==> config.mk <==
export PLATFORM = sky130hd
export DESIGN_NAME = ecl_loader
export DESIGN_NICKNAME = d
export VERILOG_FILES = /design/src/ecl_pkg.sv /design/src/ecl_fifo.sv /design/src/ecl_loader.sv
export VERILOG_INCLUDE_DIRS = /design/src
export SDC_FILE = /design/constraint.sdc
export NUM_CORES = 1
export LEC_CHECK = 0
export ABC_AREA = 1
export BUFFER_PORTS_ARGS = -buffer_cell sky130_fd_sc_hd__clkbuf_2
export CAP_MARGIN = 20
export CELL_PAD_IN_SITES_DETAIL_PLACEMENT = 1
export CELL_PAD_IN_SITES_GLOBAL_PLACEMENT = 2
export CORE_MARGIN = 2
export CORE_UTILIZATION = 36
export DETAILED_ROUTE_END_ITERATION = 7
export GPL_TIMING_DRIVEN = 1
export PLACE_DENSITY = 0.86
export SLEW_MARGIN = 20
export SYNTH_ARGS = -nofsm -noshare
export SYNTH_HDL_FRONTEND = slang
export SYNTH_SLANG_ARGS = --single-unit
==> constraint.sdc <==
create_clock -name i_clk -period 4 [get_ports i_clk]
set_input_delay 0.8 -clock i_clk [delete_from_list [all_inputs] [get_ports i_clk]]
set_output_delay 0.8 -clock i_clk [all_outputs]
set_load 0.03 [all_outputs]
==> src/ecl_defines.svh <==
// Purpose: constants of the configuration image loader
// Assumes: byte-wide image memory reached through an external serial reader
// Notes: included by the loader, which holds the register slave
//
// What this block does
// - common flag: one setting set for all channels
// - optional CRC over headers and data
// - up to sixteen devices share one image
// - image opens with three-byte base header
// - per-device map header: CRC and start address
// - small image: 8-byte map header, 66-byte slot
// - large image: 12-byte map header, 66-byte slot
// - each slot is one register setting set
`ifndef ECL_DEFINES_SVH
`define ECL_DEFINES_SVH
`define ECL_BASE_LEN 10'h003
`define ECL_MAP_LEN_SMALL 10'h008
`define ECL_MAP_LEN_LARGE 10'h00c
`define ECL_SLOT_LEN 7'h42
`define ECL_SLOT_LAST 7'h41
`define ECL_NUM_CHAN 3'h4
`define ECL_BIT_CRC_EN 7
`define ECL_BIT_MAP_EN 6
`define ECL_BIT_LARGE 5
`define ECL_BIT_COMMON 0
`define ECL_CRC_POLY 8'h07
`define ECL_CRC_INIT 8'hff
`define ECL_REG_CTRL 4'h0
`define ECL_REG_STATUS 4'h4
`define ECL_REG_CRC 4'h8
`define ECL_REG_START 4'hc
`define ECL_WORD_W 20
`define ECL_FIFO_D 16
`endif

==> src/ecl_pkg.sv <==
// Purpose: types of the configuration image loader
// Assumes: nothing
// Notes: gray codes along the load path
package ecl_pkg;
  typedef enum logic [2:0] {
    ECL_IDLE = 3'h0,
    ECL_BASE = 3'h1,
    ECL_MAP = 3'h3,
    ECL_CHK = 3'h2,
    ECL_LOAD = 3'h6,
    ECL_DONE = 3'h7,
    ECL_ERR = 3'h5
  } ecl_state_type;
endpackage

==> src/ecl_fifo.sv <==
// Purpose: small synchronous FIFO with valid/ready on both sides
// Assumes: one clock
// Notes: full and empty follow the occupancy count
`timescale 1ns/1ps
module ecl_fifo #(
  parameter int WIDTH = 20,
  parameter int DEPTH = 16
) (
  input wire logic i_clk,
  input wire logic i_reset,
  input wire logic i_in_valid,
  output logic o_in_ready,
  input wire logic [WIDTH-1:0] i_in_data,
  output logic o_out_valid,
  input wire logic i_out_ready,
  output logic [WIDTH-1:0] o_out_data
);
  localparam int AW = $clog2(DEPTH);
  logic [WIDTH-1:0] mem [DEPTH];
  logic [AW-1:0] wr_r;
  logic [AW-1:0] rd_r;
  logic [AW:0] cnt_r;
  logic push;
  logic pop;

  assign o_in_ready = (cnt_r != (AW+1)'(DEPTH));
  assign o_out_valid = (cnt_r != '0);
  assign push = i_in_valid && o_in_ready;
  assign pop = o_out_valid && i_out_ready;
  assign o_out_data = mem[rd_r];

  always_ff @(posedge i_clk)
  begin
    if (push)
    begin
      mem[wr_r] <= i_in_data;
    end
  end

  always_ff @(posedge i_clk or posedge i_reset)
  begin
    if (i_reset)
    begin
      wr_r <= '0;
      rd_r <= '0;
      cnt_r <= '0;
    end
    else
    begin
      if (push)
      begin
        wr_r <= (wr_r == AW'(DEPTH - 1)) ? '0 : wr_r + 1'b1;
      end
      if (pop)
      begin
        rd_r <= (rd_r == AW'(DEPTH - 1)) ? '0 : rd_r + 1'b1;
      end
      if (push && !pop)
      begin
        cnt_r <= cnt_r + 1'b1;
      end
      else if (pop && !push)
      begin
        cnt_r <= cnt_r - 1'b1;
      end
    end
  end
endmodule

==> src/ecl_loader.sv <==
// Purpose: walks the configuration image and streams register writes
// Assumes: a serial reader on i_clk returns one image byte per request
// Notes: with CRC and map header on, the data is read twice: check pass, then load pass
//
// Added by the designer: the register offsets and the Wishbone interface to the registers.
`timescale 1ns/1ps
`include "ecl_defines.svh"
module ecl_loader (
  input wire logic i_clk,
  input wire logic i_reset,
  input wire logic i_wb_cyc,
  input wire logic i_wb_stb,
  input wire logic i_wb_we,
  input wire logic [3:0] i_wb_adr,
  input wire logic [3:0] i_wb_sel,
  input wire logic [31:0] i_wb_dat,
  output logic [31:0] o_wb_dat,
  output logic o_wb_ack,
  output logic o_rd_req,
  output logic [9:0] o_rd_addr,
  input wire logic i_rd_valid,
  input wire logic [7:0] i_rd_data,
  output logic o_cfg_valid,
  input wire logic i_cfg_ready,
  output logic [3:0] o_cfg_chan,
  output logic [7:0] o_cfg_addr,
  output logic [7:0] o_cfg_data
);
  ecl_pkg::ecl_state_type state_r;
  logic [3:0] dev_idx_r;
  logic start_r;
  logic crc_en_r;
  logic map_en_r;
  logic large_r;
  logic common_r;
  logic [3:0] dev_cnt_r;
  logic [7:0] burst_r;
  logic [9:0] addr_r;
  logic [9:0] bidx_r;
  logic [6:0] sidx_r;
  logic [1:0] slot_r;
  logic [7:0] crc_r;
  logic [7:0] crc_nxt;
  logic [7:0] crc_exp_r;
  logic [9:0] start_addr_r;
  logic [7:0] pair_addr_r;
  logic done_r;
  logic crc_err_r;
  logic idx_err_r;
  logic ack_r;
  logic [31:0] rdat_r;
  logic wb_hit;
  logic wb_wr;
  logic fifo_in_ready;
  logic fifo_in_valid;
  logic [`ECL_WORD_W-1:0] fifo_out;
  logic [9:0] map_len;
  logic [1:0] last_slot;
  logic data_end;
  logic busy;
  logic byte_in;
  logic [3:0] chan_mask;

  assign wb_hit = i_wb_cyc && i_wb_stb && !ack_r;
  // writes land on the edge at which the master sees ack
  assign wb_wr = i_wb_cyc && i_wb_stb && i_wb_we && ack_r;
  assign o_wb_ack = ack_r;
  assign o_wb_dat = rdat_r;
  assign busy = (state_r == ecl_pkg::ECL_BASE) || (state_r == ecl_pkg::ECL_MAP)
             || (state_r == ecl_pkg::ECL_CHK) || (state_r == ecl_pkg::ECL_LOAD);
  assign byte_in = o_rd_req && i_rd_valid;
  assign map_len = large_r ? `ECL_MAP_LEN_LARGE : `ECL_MAP_LEN_SMALL;
  assign last_slot = common_r ? 2'h0 : 2'(`ECL_NUM_CHAN - 3'h1);
  assign data_end = (sidx_r == `ECL_SLOT_LAST) && (slot_r == last_slot);
  assign chan_mask = common_r ? 4'hf : (4'h1 << slot_r);

  // crc-8 over one image byte
  always_comb
  begin
    crc_nxt = crc_r ^ i_rd_data;
    for (int k = 0; k < 8; k++)
    begin
      crc_nxt = crc_nxt[7] ? ((crc_nxt << 1) ^ `ECL_CRC_POLY) : (crc_nxt << 1);
    end
  end

  // wishbone slave: one wait state, answer in the cycle after the strobe
  always_ff @(posedge i_clk or posedge i_reset)
  begin
    if (i_reset)
    begin
      ack_r <= 1'b0;
    end
    else
    begin
      ack_r <= wb_hit;
    end
  end

  always_ff @(posedge i_clk or posedge i_reset)
  begin
    if (i_reset)
    begin
      rdat_r <= 32'h0;
    end
    else if (wb_hit && !i_wb_we)
    begin
      unique case (i_wb_adr)
        `ECL_REG_CTRL: rdat_r <= {24'h0, dev_idx_r, 4'h0};
        `ECL_REG_STATUS: rdat_r <= {12'h0, burst_r, dev_cnt_r, 1'b0, crc_en_r,
                                    large_r, common_r, idx_err_r, crc_err_r,
                                    done_r, busy};
        `ECL_REG_CRC: rdat_r <= {16'h0, crc_r, crc_exp_r};
        `ECL_REG_START: rdat_r <= {22'h0, start_addr_r};
        default: rdat_r <= 32'h0;
      endcase
    end
  end

  always_ff @(posedge i_clk or posedge i_reset)
  begin
    if (i_reset)
    begin
      dev_idx_r <= 4'h0;
      start_r <= 1'b0;
    end
    else
    begin
      start_r <= 1'b0;
      if (wb_wr && (i_wb_adr == `ECL_REG_CTRL) && i_wb_sel[0])
      begin
        dev_idx_r <= i_wb_dat[7:4];
        start_r <= i_wb_dat[0];
      end
    end
  end

  // image byte requests; the load pass stalls while the FIFO is full
  always_comb
  begin
    o_rd_req = 1'b0;
    if ((state_r == ecl_pkg::ECL_BASE) || (state_r == ecl_pkg::ECL_MAP)
        || (state_r == ecl_pkg::ECL_CHK))
    begin
      o_rd_req = 1'b1;
    end
    else if (state_r == ecl_pkg::ECL_LOAD)
    begin
      o_rd_req = fifo_in_ready;
    end
  end
  assign o_rd_addr = addr_r;

  // main walk through the image
  always_ff @(posedge i_clk or posedge i_reset)
  begin
    if (i_reset)
    begin
      state_r <= ecl_pkg::ECL_IDLE;
      addr_r <= 10'h0;
      bidx_r <= 10'h0;
      sidx_r <= 7'h0;
      slot_r <= 2'h0;
    end
    else
    begin
      unique case (state_r)
        ecl_pkg::ECL_IDLE, ecl_pkg::ECL_DONE, ecl_pkg::ECL_ERR:
        begin
          if (start_r)
          begin
            state_r <= ecl_pkg::ECL_BASE;
            addr_r <= 10'h0;
            bidx_r <= 10'h0;
          end
        end
        ecl_pkg::ECL_BASE:
        begin
          if (byte_in)
          begin
            bidx_r <= bidx_r + 10'h1;
            addr_r <= addr_r + 10'h1;
            if (bidx_r == `ECL_BASE_LEN - 10'h1)
            begin
              bidx_r <= 10'h0;
              sidx_r <= 7'h0;
              slot_r <= 2'h0;
              if (dev_idx_r > dev_cnt_r)
              begin
                state_r <= ecl_pkg::ECL_ERR;
              end
              else if (map_en_r)
              begin
                state_r <= ecl_pkg::ECL_MAP;
                addr_r <= `ECL_BASE_LEN + 10'(dev_idx_r) * map_len;
              end
              else
              begin
                state_r <= ecl_pkg::ECL_LOAD;
                addr_r <= `ECL_BASE_LEN;
              end
            end
          end
        end
        ecl_pkg::ECL_MAP:
        begin
          if (byte_in)
          begin
            bidx_r <= bidx_r + 10'h1;
            addr_r <= addr_r + 10'h1;
            if (bidx_r == map_len - 10'h1)
            begin
              addr_r <= start_addr_r;
              state_r <= crc_en_r ? ecl_pkg::ECL_CHK : ecl_pkg::ECL_LOAD;
            end
          end
        end
        ecl_pkg::ECL_CHK, ecl_pkg::ECL_LOAD:
        begin
          if (byte_in)
          begin
            addr_r <= addr_r + 10'h1;
            sidx_r <= sidx_r + 7'h1;
            if (sidx_r == `ECL_SLOT_LAST)
            begin
              sidx_r <= 7'h0;
              slot_r <= slot_r + 2'h1;
            end
            if (data_end)
            begin
              sidx_r <= 7'h0;
              slot_r <= 2'h0;
              addr_r <= start_addr_r;
              if (state_r == ecl_pkg::ECL_LOAD)
              begin
                state_r <= ecl_pkg::ECL_DONE;
              end
              else if (crc_nxt != crc_exp_r)
              begin
                state_r <= ecl_pkg::ECL_ERR;
              end
              else
              begin
                state_r <= ecl_pkg::ECL_LOAD;
              end
            end
          end
        end
        default:
        begin
          state_r <= ecl_pkg::ECL_IDLE;
        end
      endcase
    end
  end

  // base header fields
  always_ff @(posedge i_clk or posedge i_reset)
  begin
    if (i_reset)
    begin
      crc_en_r <= 1'b0;
      map_en_r <= 1'b0;
      large_r <= 1'b0;
      dev_cnt_r <= 4'h0;
      burst_r <= 8'h0;
      common_r <= 1'b0;
    end
    else if ((state_r == ecl_pkg::ECL_BASE) && byte_in)
    begin
      unique case (bidx_r[1:0])
        2'h0:
        begin
          crc_en_r <= i_rd_data[`ECL_BIT_CRC_EN];
          map_en_r <= i_rd_data[`ECL_BIT_MAP_EN];
          large_r <= i_rd_data[`ECL_BIT_LARGE];
          dev_cnt_r <= i_rd_data[3:0];
        end
        2'h1:
        begin
          burst_r <= i_rd_data;
        end
        default:
        begin
          common_r <= i_rd_data[`ECL_BIT_COMMON];
        end
      endcase
    end
  end

  // own address map header: expected crc and data start
  always_ff @(posedge i_clk or posedge i_reset)
  begin
    if (i_reset)
    begin
      crc_exp_r <= 8'h0;
      start_addr_r <= 10'h0;
    end
    else if ((state_r == ecl_pkg::ECL_BASE) && byte_in)
    begin
      start_addr_r <= `ECL_BASE_LEN;
    end
    else if ((state_r == ecl_pkg::ECL_MAP) && byte_in)
    begin
      if (bidx_r == 10'h0)
      begin
        crc_exp_r <= i_rd_data;
      end
      else if (large_r && (bidx_r == 10'h1))
      begin
        start_addr_r <= {i_rd_data[1:0], 8'h0};
      end
      else if (large_r && (bidx_r == 10'h2))
      begin
        start_addr_r <= {start_addr_r[9:8], i_rd_data};
      end
      else if (!large_r && (bidx_r == 10'h1))
      begin
        start_addr_r <= {2'h0, i_rd_data};
      end
    end
  end

  // crc runs over base header, own map header (not its crc byte) and data
  always_ff @(posedge i_clk or posedge i_reset)
  begin
    if (i_reset)
    begin
      crc_r <= `ECL_CRC_INIT;
    end
    else if (start_r && !busy)
    begin
      crc_r <= `ECL_CRC_INIT;
    end
    else if (byte_in && (state_r == ecl_pkg::ECL_BASE))
    begin
      // base bytes always count: the enable flag is still arriving here
      crc_r <= crc_nxt;
    end
    else if (byte_in && crc_en_r)
    begin
      if ((state_r == ecl_pkg::ECL_MAP) && (bidx_r != 10'h0))
      begin
        crc_r <= crc_nxt;
      end
      else if (state_r == ecl_pkg::ECL_CHK)
      begin
        crc_r <= crc_nxt;
      end
    end
  end

  // status flags; cleared by a new start, which is only taken when idle
  always_ff @(posedge i_clk or posedge i_reset)
  begin
    if (i_reset)
    begin
      done_r <= 1'b0;
      crc_err_r <= 1'b0;
      idx_err_r <= 1'b0;
    end
    else if (start_r && !busy)
    begin
      done_r <= 1'b0;
      crc_err_r <= 1'b0;
      idx_err_r <= 1'b0;
    end
    else if (byte_in)
    begin
      if ((state_r == ecl_pkg::ECL_LOAD) && data_end)
      begin
        done_r <= 1'b1;
      end
      if ((state_r == ecl_pkg::ECL_CHK) && data_end && (crc_nxt != crc_exp_r))
      begin
        crc_err_r <= 1'b1;
      end
      if ((state_r == ecl_pkg::ECL_BASE) && (bidx_r == `ECL_BASE_LEN - 10'h1)
          && (dev_idx_r > dev_cnt_r))
      begin
        idx_err_r <= 1'b1;
      end
    end
  end

  // slot bytes pair up as register address then value
  always_ff @(posedge i_clk or posedge i_reset)
  begin
    if (i_reset)
    begin
      pair_addr_r <= 8'h0;
    end
    else if ((state_r == ecl_pkg::ECL_LOAD) && byte_in && !sidx_r[0])
    begin
      pair_addr_r <= i_rd_data;
    end
  end

  assign fifo_in_valid = (state_r == ecl_pkg::ECL_LOAD) && byte_in && sidx_r[0];

  ecl_fifo #(
    .WIDTH(`ECL_WORD_W),
    .DEPTH(`ECL_FIFO_D)
  ) u_fifo (
    .i_clk(i_clk),
    .i_reset(i_reset),
    .i_in_valid(fifo_in_valid),
    .o_in_ready(fifo_in_ready),
    .i_in_data({chan_mask, pair_addr_r, i_rd_data}),
    .o_out_valid(o_cfg_valid),
    .i_out_ready(i_cfg_ready),
    .o_out_data(fifo_out)
  );

  assign o_cfg_chan = fifo_out[19:16];
  assign o_cfg_addr = fifo_out[15:8];
  assign o_cfg_data = fifo_out[7:0];
endmodule

### Word level (Yosys, flattened, before mapping)

Memory sizes are Yosys's and may differ from the RTL's.
Cells that the tools add are included.

| storage, ports and cells | value |
|---|---|
| register bits | 136 |
| memory bits (writable) | 320 |
| input bits | 55 |
| output and inout bits | 65 |
| word-level logic and storage cells | 236 |
| memories | 1 |

Memories:

| memory | depth | bits a word | rd ports | clocked after memory_dff | write ports | line | source |
|---|---|---|---|---|---|---|---|
| u_fifo.mem | 16 | 20 | 1 | 0 | 1 | ecl_fifo.sv:19 | `logic [WIDTH-1:0] mem [DEPTH];` |

| operators by class | value |
|---|---|
| add/sub/neg operators | 10 |
| multipliers | 1 |
| $lt $le $gt $ge | 1 |
| eq/ne operators | 29 |
| shift operators | 1 |
| muxes and demuxes | 80 |
| bitwise logic cells | 11 |
| reduce and logical (&&, ||, !) cells | 76 |

Operators with widths:

| cell | number |
|---|---|
| $mux W10 | 17 |
| $pmux W20 S4 | 1 |
| $mux W3 | 19 |
| $mux W8 | 5 |
| $pmux W10 S4 | 1 |
| $mux W7 | 5 |
| $pmux W10 S3 | 1 |
| $logic_and A1 B1 Y1 | 29 |
| $not A3 Y3 | 8 |
| $add A10 B1 Y10 const B | 2 |
| $eq A4 B4 Y1 const B | 4 |
| $mux W2 | 8 |
| $mux W1 | 14 |
| $ne A2 B2 Y1 const B | 7 |
| $pmux W7 S2 | 1 |
| $reduce_and A2 Y1 | 7 |
| $reduce_bool A2 Y1 | 7 |
| $mux W4 | 3 |
| $pmux W3 S4 | 1 |
| $reduce_and A4 Y1 | 3 |
| $reduce_bool A4 Y1 | 3 |
| $eq A10 B1 Y1 const B | 1 |
| $eq A10 B10 Y1 | 1 |
| $eq A10 B2 Y1 const B | 1 |
| 40 further kinds | 60 |

### Logic depth before layout (Yosys ltp)

| logic depth | value |
|---|---|
| depth in word-level cells | 23 |
| gate-level depth with buffers | 20 |
| mapped depth without buffers | 20 |

### Cells and area by module

Synthesis repeated with hierarchy kept, for this count alone.

| unflattened totals | value |
|---|---|
| cell total of the unflattened synthesis | 2273 |
| area, all modules | 21240.4 um^2 |

By module, submodules not included:

| module | times used | cells an instance | area an instance (um^2) | sequential area each (um^2) |
|---|---|---|---|---|
| ecl_fifo | 1 | 1408 | 14721.6 | 9934.5 |
| ecl_loader | 1 | 865 | 6518.8 | 2787.7 |

### Worst setup path after synthesis

No wires, ideal clock.

| path | value |
|---|---|
| path kind | register to register |
| start point | reg state_r[1] |
| end point | reg u_fifo.cnt_r[4] |
| arrival | 2.847 ns |
| data required time | 3.875 ns |
| path slack | 1.028 ns |
| cell stages (with the launch flop) | 21 |
| period minus slack after synthesis | 2.972 ns |
| path through | dfrtp_1 -> inv_2 -> nor2_4 -> nand2_2 -> inv_2 -> o21ai_1 -> o21ai_2 -> nand2_4 -> nor2_1 -> nand2_1 -> inv_2 -> ha_1 -> inv_1 -> fa_1 -> a21oi_1 -> nor2_1 -> nor2_1 -> nand2_1 -> nand2_1 -> nor2_1 -> xor2_1 |

| between the ends | value |
|---|---|
| longest elaborated chain between the ends | 11 |
| elaborated cells on any way between the ends | 17 |
| those cells by class | 4 x eq/ne; 3 x mux; 10 x reduce/logical |

Ends and longest elaborated chain:

| item | line | source |
|---|---|---|
| start, declared | ecl_loader.sv:29 | `ecl_pkg::ecl_state_type state_r;` |
| start signal, assigned | ecl_loader.sv:159 | `state_r <= ecl_pkg::ECL_IDLE;` |
| start signal, assigned | ecl_loader.sv:172 | `state_r <= ecl_pkg::ECL_BASE;` |
| start signal, assigned | ecl_loader.sv:190 | `state_r <= ecl_pkg::ECL_ERR;` |
| $eq A3 B1 Y1 or $eq A3 B2 Y1 (tied branches) | ecl_loader.sv:142 | `if ((state_r == ecl_pkg::ECL_BASE) \|\| (state_r == ecl_pkg::ECL_MAP)` |
| $logic_or A1 B1 Y1 | ecl_loader.sv:142 |  |
| $logic_or A1 B1 Y1 | ecl_loader.sv:143 | `\|\| (state_r == ecl_pkg::ECL_CHK))` |
| $mux W1 * | ecl_loader.sv:142 |  |
| net o_rd_req | ecl_loader.sv:19 | `output logic o_rd_req,` |
| $logic_and A1 B1 Y1 * | ecl_loader.sv:71 | `assign byte_in = o_rd_req && i_rd_valid;` |
| $logic_and A1 B1 Y1 * (2 in series) | ecl_loader.sv:399 | `assign fifo_in_valid = (state_r == ecl_pkg::ECL_LOAD) && byte_in && sidx_r[0];` |
| $logic_and A1 B1 Y1 * | ecl_fifo.sv:28 | `assign push = i_in_valid && o_in_ready;` |
| net u_fifo.push | ecl_fifo.sv:23 | `logic push;` |
| $logic_not A1 Y1 | ecl_fifo.sv:62 | `else if (pop && !push)` |
| $logic_and A1 B1 Y1 | ecl_fifo.sv:62 |  |
| $reduce_bool A2 Y1 (no source line) | - |  |
| end signal, assigned | ecl_fifo.sv:60 | `cnt_r <= cnt_r + 1'b1;` |
| end signal, assigned | ecl_fifo.sv:64 | `cnt_r <= cnt_r - 1'b1;` |
| end, declared | ecl_fifo.sv:22 | `logic [AW:0] cnt_r;` |

The timed path passes the listed nets; every way through them passes the cells marked *.
A chain may end at the register's enable or synchronous reset.

### Final worst setup path

| path | value |
|---|---|
| start point | reg u_fifo.rd_r[1] |
| end point | out o_cfg_data[6] |

| between the ends | value |
|---|---|
| longest elaborated chain between the ends | 1 |

Ends and longest elaborated chain:

| item | line | source |
|---|---|---|
| start, declared | ecl_fifo.sv:21 | `logic [AW-1:0] rd_r;` |
| start signal, assigned | ecl_fifo.sv:56 | `rd_r <= (rd_r == AW'(DEPTH - 1)) ? '0 : rd_r + 1'b1;` |
| $mem_v2 Z16 W20 | - |  |
| end, declared | ecl_loader.sv:27 | `output logic [7:0] o_cfg_data` |

Every way passes these cells.

==> results.py <==
metrics = {
    "synthesis": {
        "synth_top_area_cell": "edfxtp_1",
        "yosysSeqAreaShare": 0.645,
        "netlist.area_leader.share": 0.487,
        "synthDistinctLibCells": 50,
        "async_flop_share": 0.279,
        "netlist_area_um2": 19700,
        "synthTopCellsByArea": "edfxtp_1, dfrtp_1, nand2_1",
        "synthFlopType": "edfxtp_1",
        "synth-edff-count": 320,
        "syn_avg_cell_area_um2": 10.6,
        "synth-seq-cells": 444,
        "ys.warnings.count": 0,
        "postSynthCellCount": 1861,
    },
    "clock_network": {
        "clk_path_buf_depth": 3,
        "cts_root_buf": "clkbuf_16",
        "cts_max_level": 2,
        "clock-sinks": 444,
        "clock_latency_ns": 0.62,
        "hold_buffers": 0,
        "cts_buffers": 48,
        "cts_tree": "built",
        "path_clk_slew_ns": 0.06,
    },
    "cells_and_area": {
        "final_cell_count_no_fill": 2698,
        "area_growth_pct": 15.1,
        "regArea_um2": 12700,
        "nets": 2054,
        "drive_gt1_frac": 0.136,
        "fill_cells": 5956,
        "antenna_cells": 0,
        "multiInputGateArea_um2": 6190,
    },
    "power": {
        "p_clk_frac": 0.274,
        "p_switching_mw": 6.53,
        "leakage_nw": 9.09,
        "internal-power_mw": 9.62,
        "p_sw_frac": 0.404,
        "irDropWorstVdd_mv": 0.353,
        "power_frac_seq": 0.371,
        "power_density_nw_per_um2": 712,
        "combPwrFrac": 0.355,
    },
    "place": {
        "gp_congestion": 0.865,
        "post-place-cells": 2610,
        "portBuffers": 77,
        "dpl.hpwl_um": 38400,
    },
    "worst_setup_path": {
        "required_ns": 3.20,
        "worst_setup_path_end_kind": "primary output",
        "critPathKind": "register to primary output",
        "r2r_slack_ns": 0.56,
        "critPathArrivalTime_ns": 3.08,
        "cp_max_fo": 22,
        "cp-start-kind": "register",
        "r2r-start": "state_r[1]",
        "crit_start": "u_fifo.rd_r[1]",
    },
    "floorplan": {
        "core_region_area_um2": 54000,
        "ioPinCount": 120,
        "die_area_um2": 56700,
        "rows": 85,
        "die_x_um": 238,
        "die_height_um": 238,
        "initial_utilization": 0.365,
    },
    "grt": {
        "antenna_found_initial": 0,
        "grt_overflow": 0,
        "grt_pass1_vias": 15700,
        "grt_pass1_wl_um": 91700,
        "grt_max_degree": 88,
        "track_usage": 0.211,
    },
    "detailed_routing": {
        "firstDrtPassIters": 5,
        "routed_wl_um": 59500,
        "vias": 14700,
        "post_drt_wl_per_cell_um": 22.0,
        "detail_route.vias_per_cell": 5.44,
        "drc": 0,
        "ant_nets": 0,
        "drt_iter0_drc": 1044,
    },
    "outcome": {
        "outcome": "finished clean",
    },
    "timing": {
        "rsz0062_at_grt": "no",
        "tightest_slew_ns": 0.951,
        "drv_slew": 0,
        "finalHoldViolCount": 0,
        "setup-tns-final_ns": 0,
        "fin_crit_ns": 3.88,
        "fin_crit_sh": 0.969,
        "finClkSkew_ns": 0.0408,
        "setup_viol": 0,
        "fmax_ghz": 0.258,
        "max_slew_margin": 0.366,
    },
    "job": {
        "drv_cap": 0,
    },
    "min_path": {
        "hold_path_class": "primary input to asynchronous set/reset pin",
    },
}
-- cells in the mapped netlist (4+ instances only) --
master and count:
nor3_1 18, o21ai_0 171, edfxtp_1 320, a22oi_1 5
o221ai_1 16, o21ai_1 11, nand3_1 100, nor2_2 5
o21ai_2 9, o22ai_1 32, dfrtp_1 116, a21oi_1 79
buf_4 15, nand2_1 439, clkbuf_1 65, xor2_1 11
nor2_1 163, dfstp_2 8, xnor2_1 5, nand4_1 25
nand3_2 4, or2_2 6, buf_2 4, a221oi_1 32
ha_1 32, inv_1 120, inv_2 9
-- flip-flops by register name, summed over array words and instances (netlist names), 5 cells and up --
signal,count
o_wb_dat,20
start_addr_r,10
sidx_r,7
crc_exp_r,8
crc_r,8
o_rd_addr,10
burst_r,8
bidx_r,10
u_fifo.mem,320
u_fifo.cnt_r,5
pair_addr_r,8
-- cell families (layout without fill, tap and decap cells) --
group	count (synthesis)	count (layout)	synth area share
AOI/OAI and AO/OA	369	369	0.111
adders and majority gates	34	34	0.0223
DFF	444	444	0.645
and+or+nand+nor	777	777	0.168
other	1	12	0.000190
buffers and inverters	217	347	0.0448
xor gates and xnor gates	16	16	0.00711
muxes	3	3	0.00171
-- stage by stage --
stage / instance area [µm²] / hold WS [ns] / setup WS (ns) / util / total power [mW]
final: 22700 / 0.350 / 0.123 / 0.420 / 16.2
after global routing: 22700 / 0.389 / 0.0314 / 0.420 / 17.0
after CTS: 22700 / 0.351 / 0.00125 / 0.420 / 16.2
after detailed placement: 21100 / 0.463 / 0.550 / 0.391 / 11.8
after global placement: 21100 / 0.454 / 0.601 / 0.391 / 11.5
after floorplan: 19800 / 0.442 / 1.03 / - / 9.71
-- worst paths after layout --
check,to,cells past startpoint
worst min-delay path,bidx_r[0],2
worst min register to register,u_fifo.cnt_r[4],1
worst max-delay path,o_cfg_data[6],8
max in group asynchronous,bidx_r[7],3
min in group i_clk,start_r,3
worst max register to register,u_fifo.cnt_r[4],20
-- layout make-up --
cell class	count	area share
Clock buffer	64	0.0579
Timing Repair Buffer	128	0.0372
Clock inverter	23	0.0102
Multi-Input combinational cell	1211	0.273
Tap cell	696	0.0384
Inverter	132	0.0224
Sequential cell	444	0.561
-- layer usage --
| layer | track usage | share of wire | wire length, µm | vias to the layer above |
|---|---|---|---|---|
| met5 | 0 | 0 | 0 | - |
| met4 | 0.0642 | 0.024 | 1450 | 0 |
| met3 | 0.0297 | 0.049 | 2920 | 104 |
| met2 | 0.377 | 0.51 | 30400 | 382 |
| met1 | 0.265 | 0.42 | 24800 | 7490 |
| li1 | - | - | - | 6688 |
-- repair_timing --
action | CTS | global route
endpoints found under the hold margin | 0 | 0
setup endpoints to repair | 12 | 10
resized for setup | 2 | 0
buffers inserted | 0 | 1
-- worst max-delay path, cell delays in order, from the launching register on --
cell and delay [ns]:
dfrtp_1 0.55, buf_12 0.25, nand2_1 0.26, buf_4 0.26, a21oi_1 0.06, a221oi_1 0.38
o21ai_0 0.27, nand2_1 0.18, clkbuf_2 0.23
-- power groups by stage --
stage               Clock [mW]  Combinational, mW  Sequential, mW
floorplan                    0               3.78            5.92
global placement             0               5.46            6.05
detailed placement           0               5.70            6.08
CTS                       4.48               5.76            5.99
global route              4.65               6.33            6.05
finish                    4.43               5.73            6.00
-- placed cells by master (no fill, tap or decap), drive strengths merged, types with 5 or more instances in the layout --
cell type    n
a22oi        5
nand4       27
clkbuf     141
a221oi      32
inv        128
nand3      104
clkinv      21
or2          7
dfrtp      116
nor2       170
o22ai       32
o21ai      191
buf         51
dfstp        8
conb        12
ha          32
nor3        20
a21oi       81
nand2      443
xor2        11
xnor2        5
o221ai      16
edfxtp     320
No activity file was read; power rests on OpenSTA's default activity.
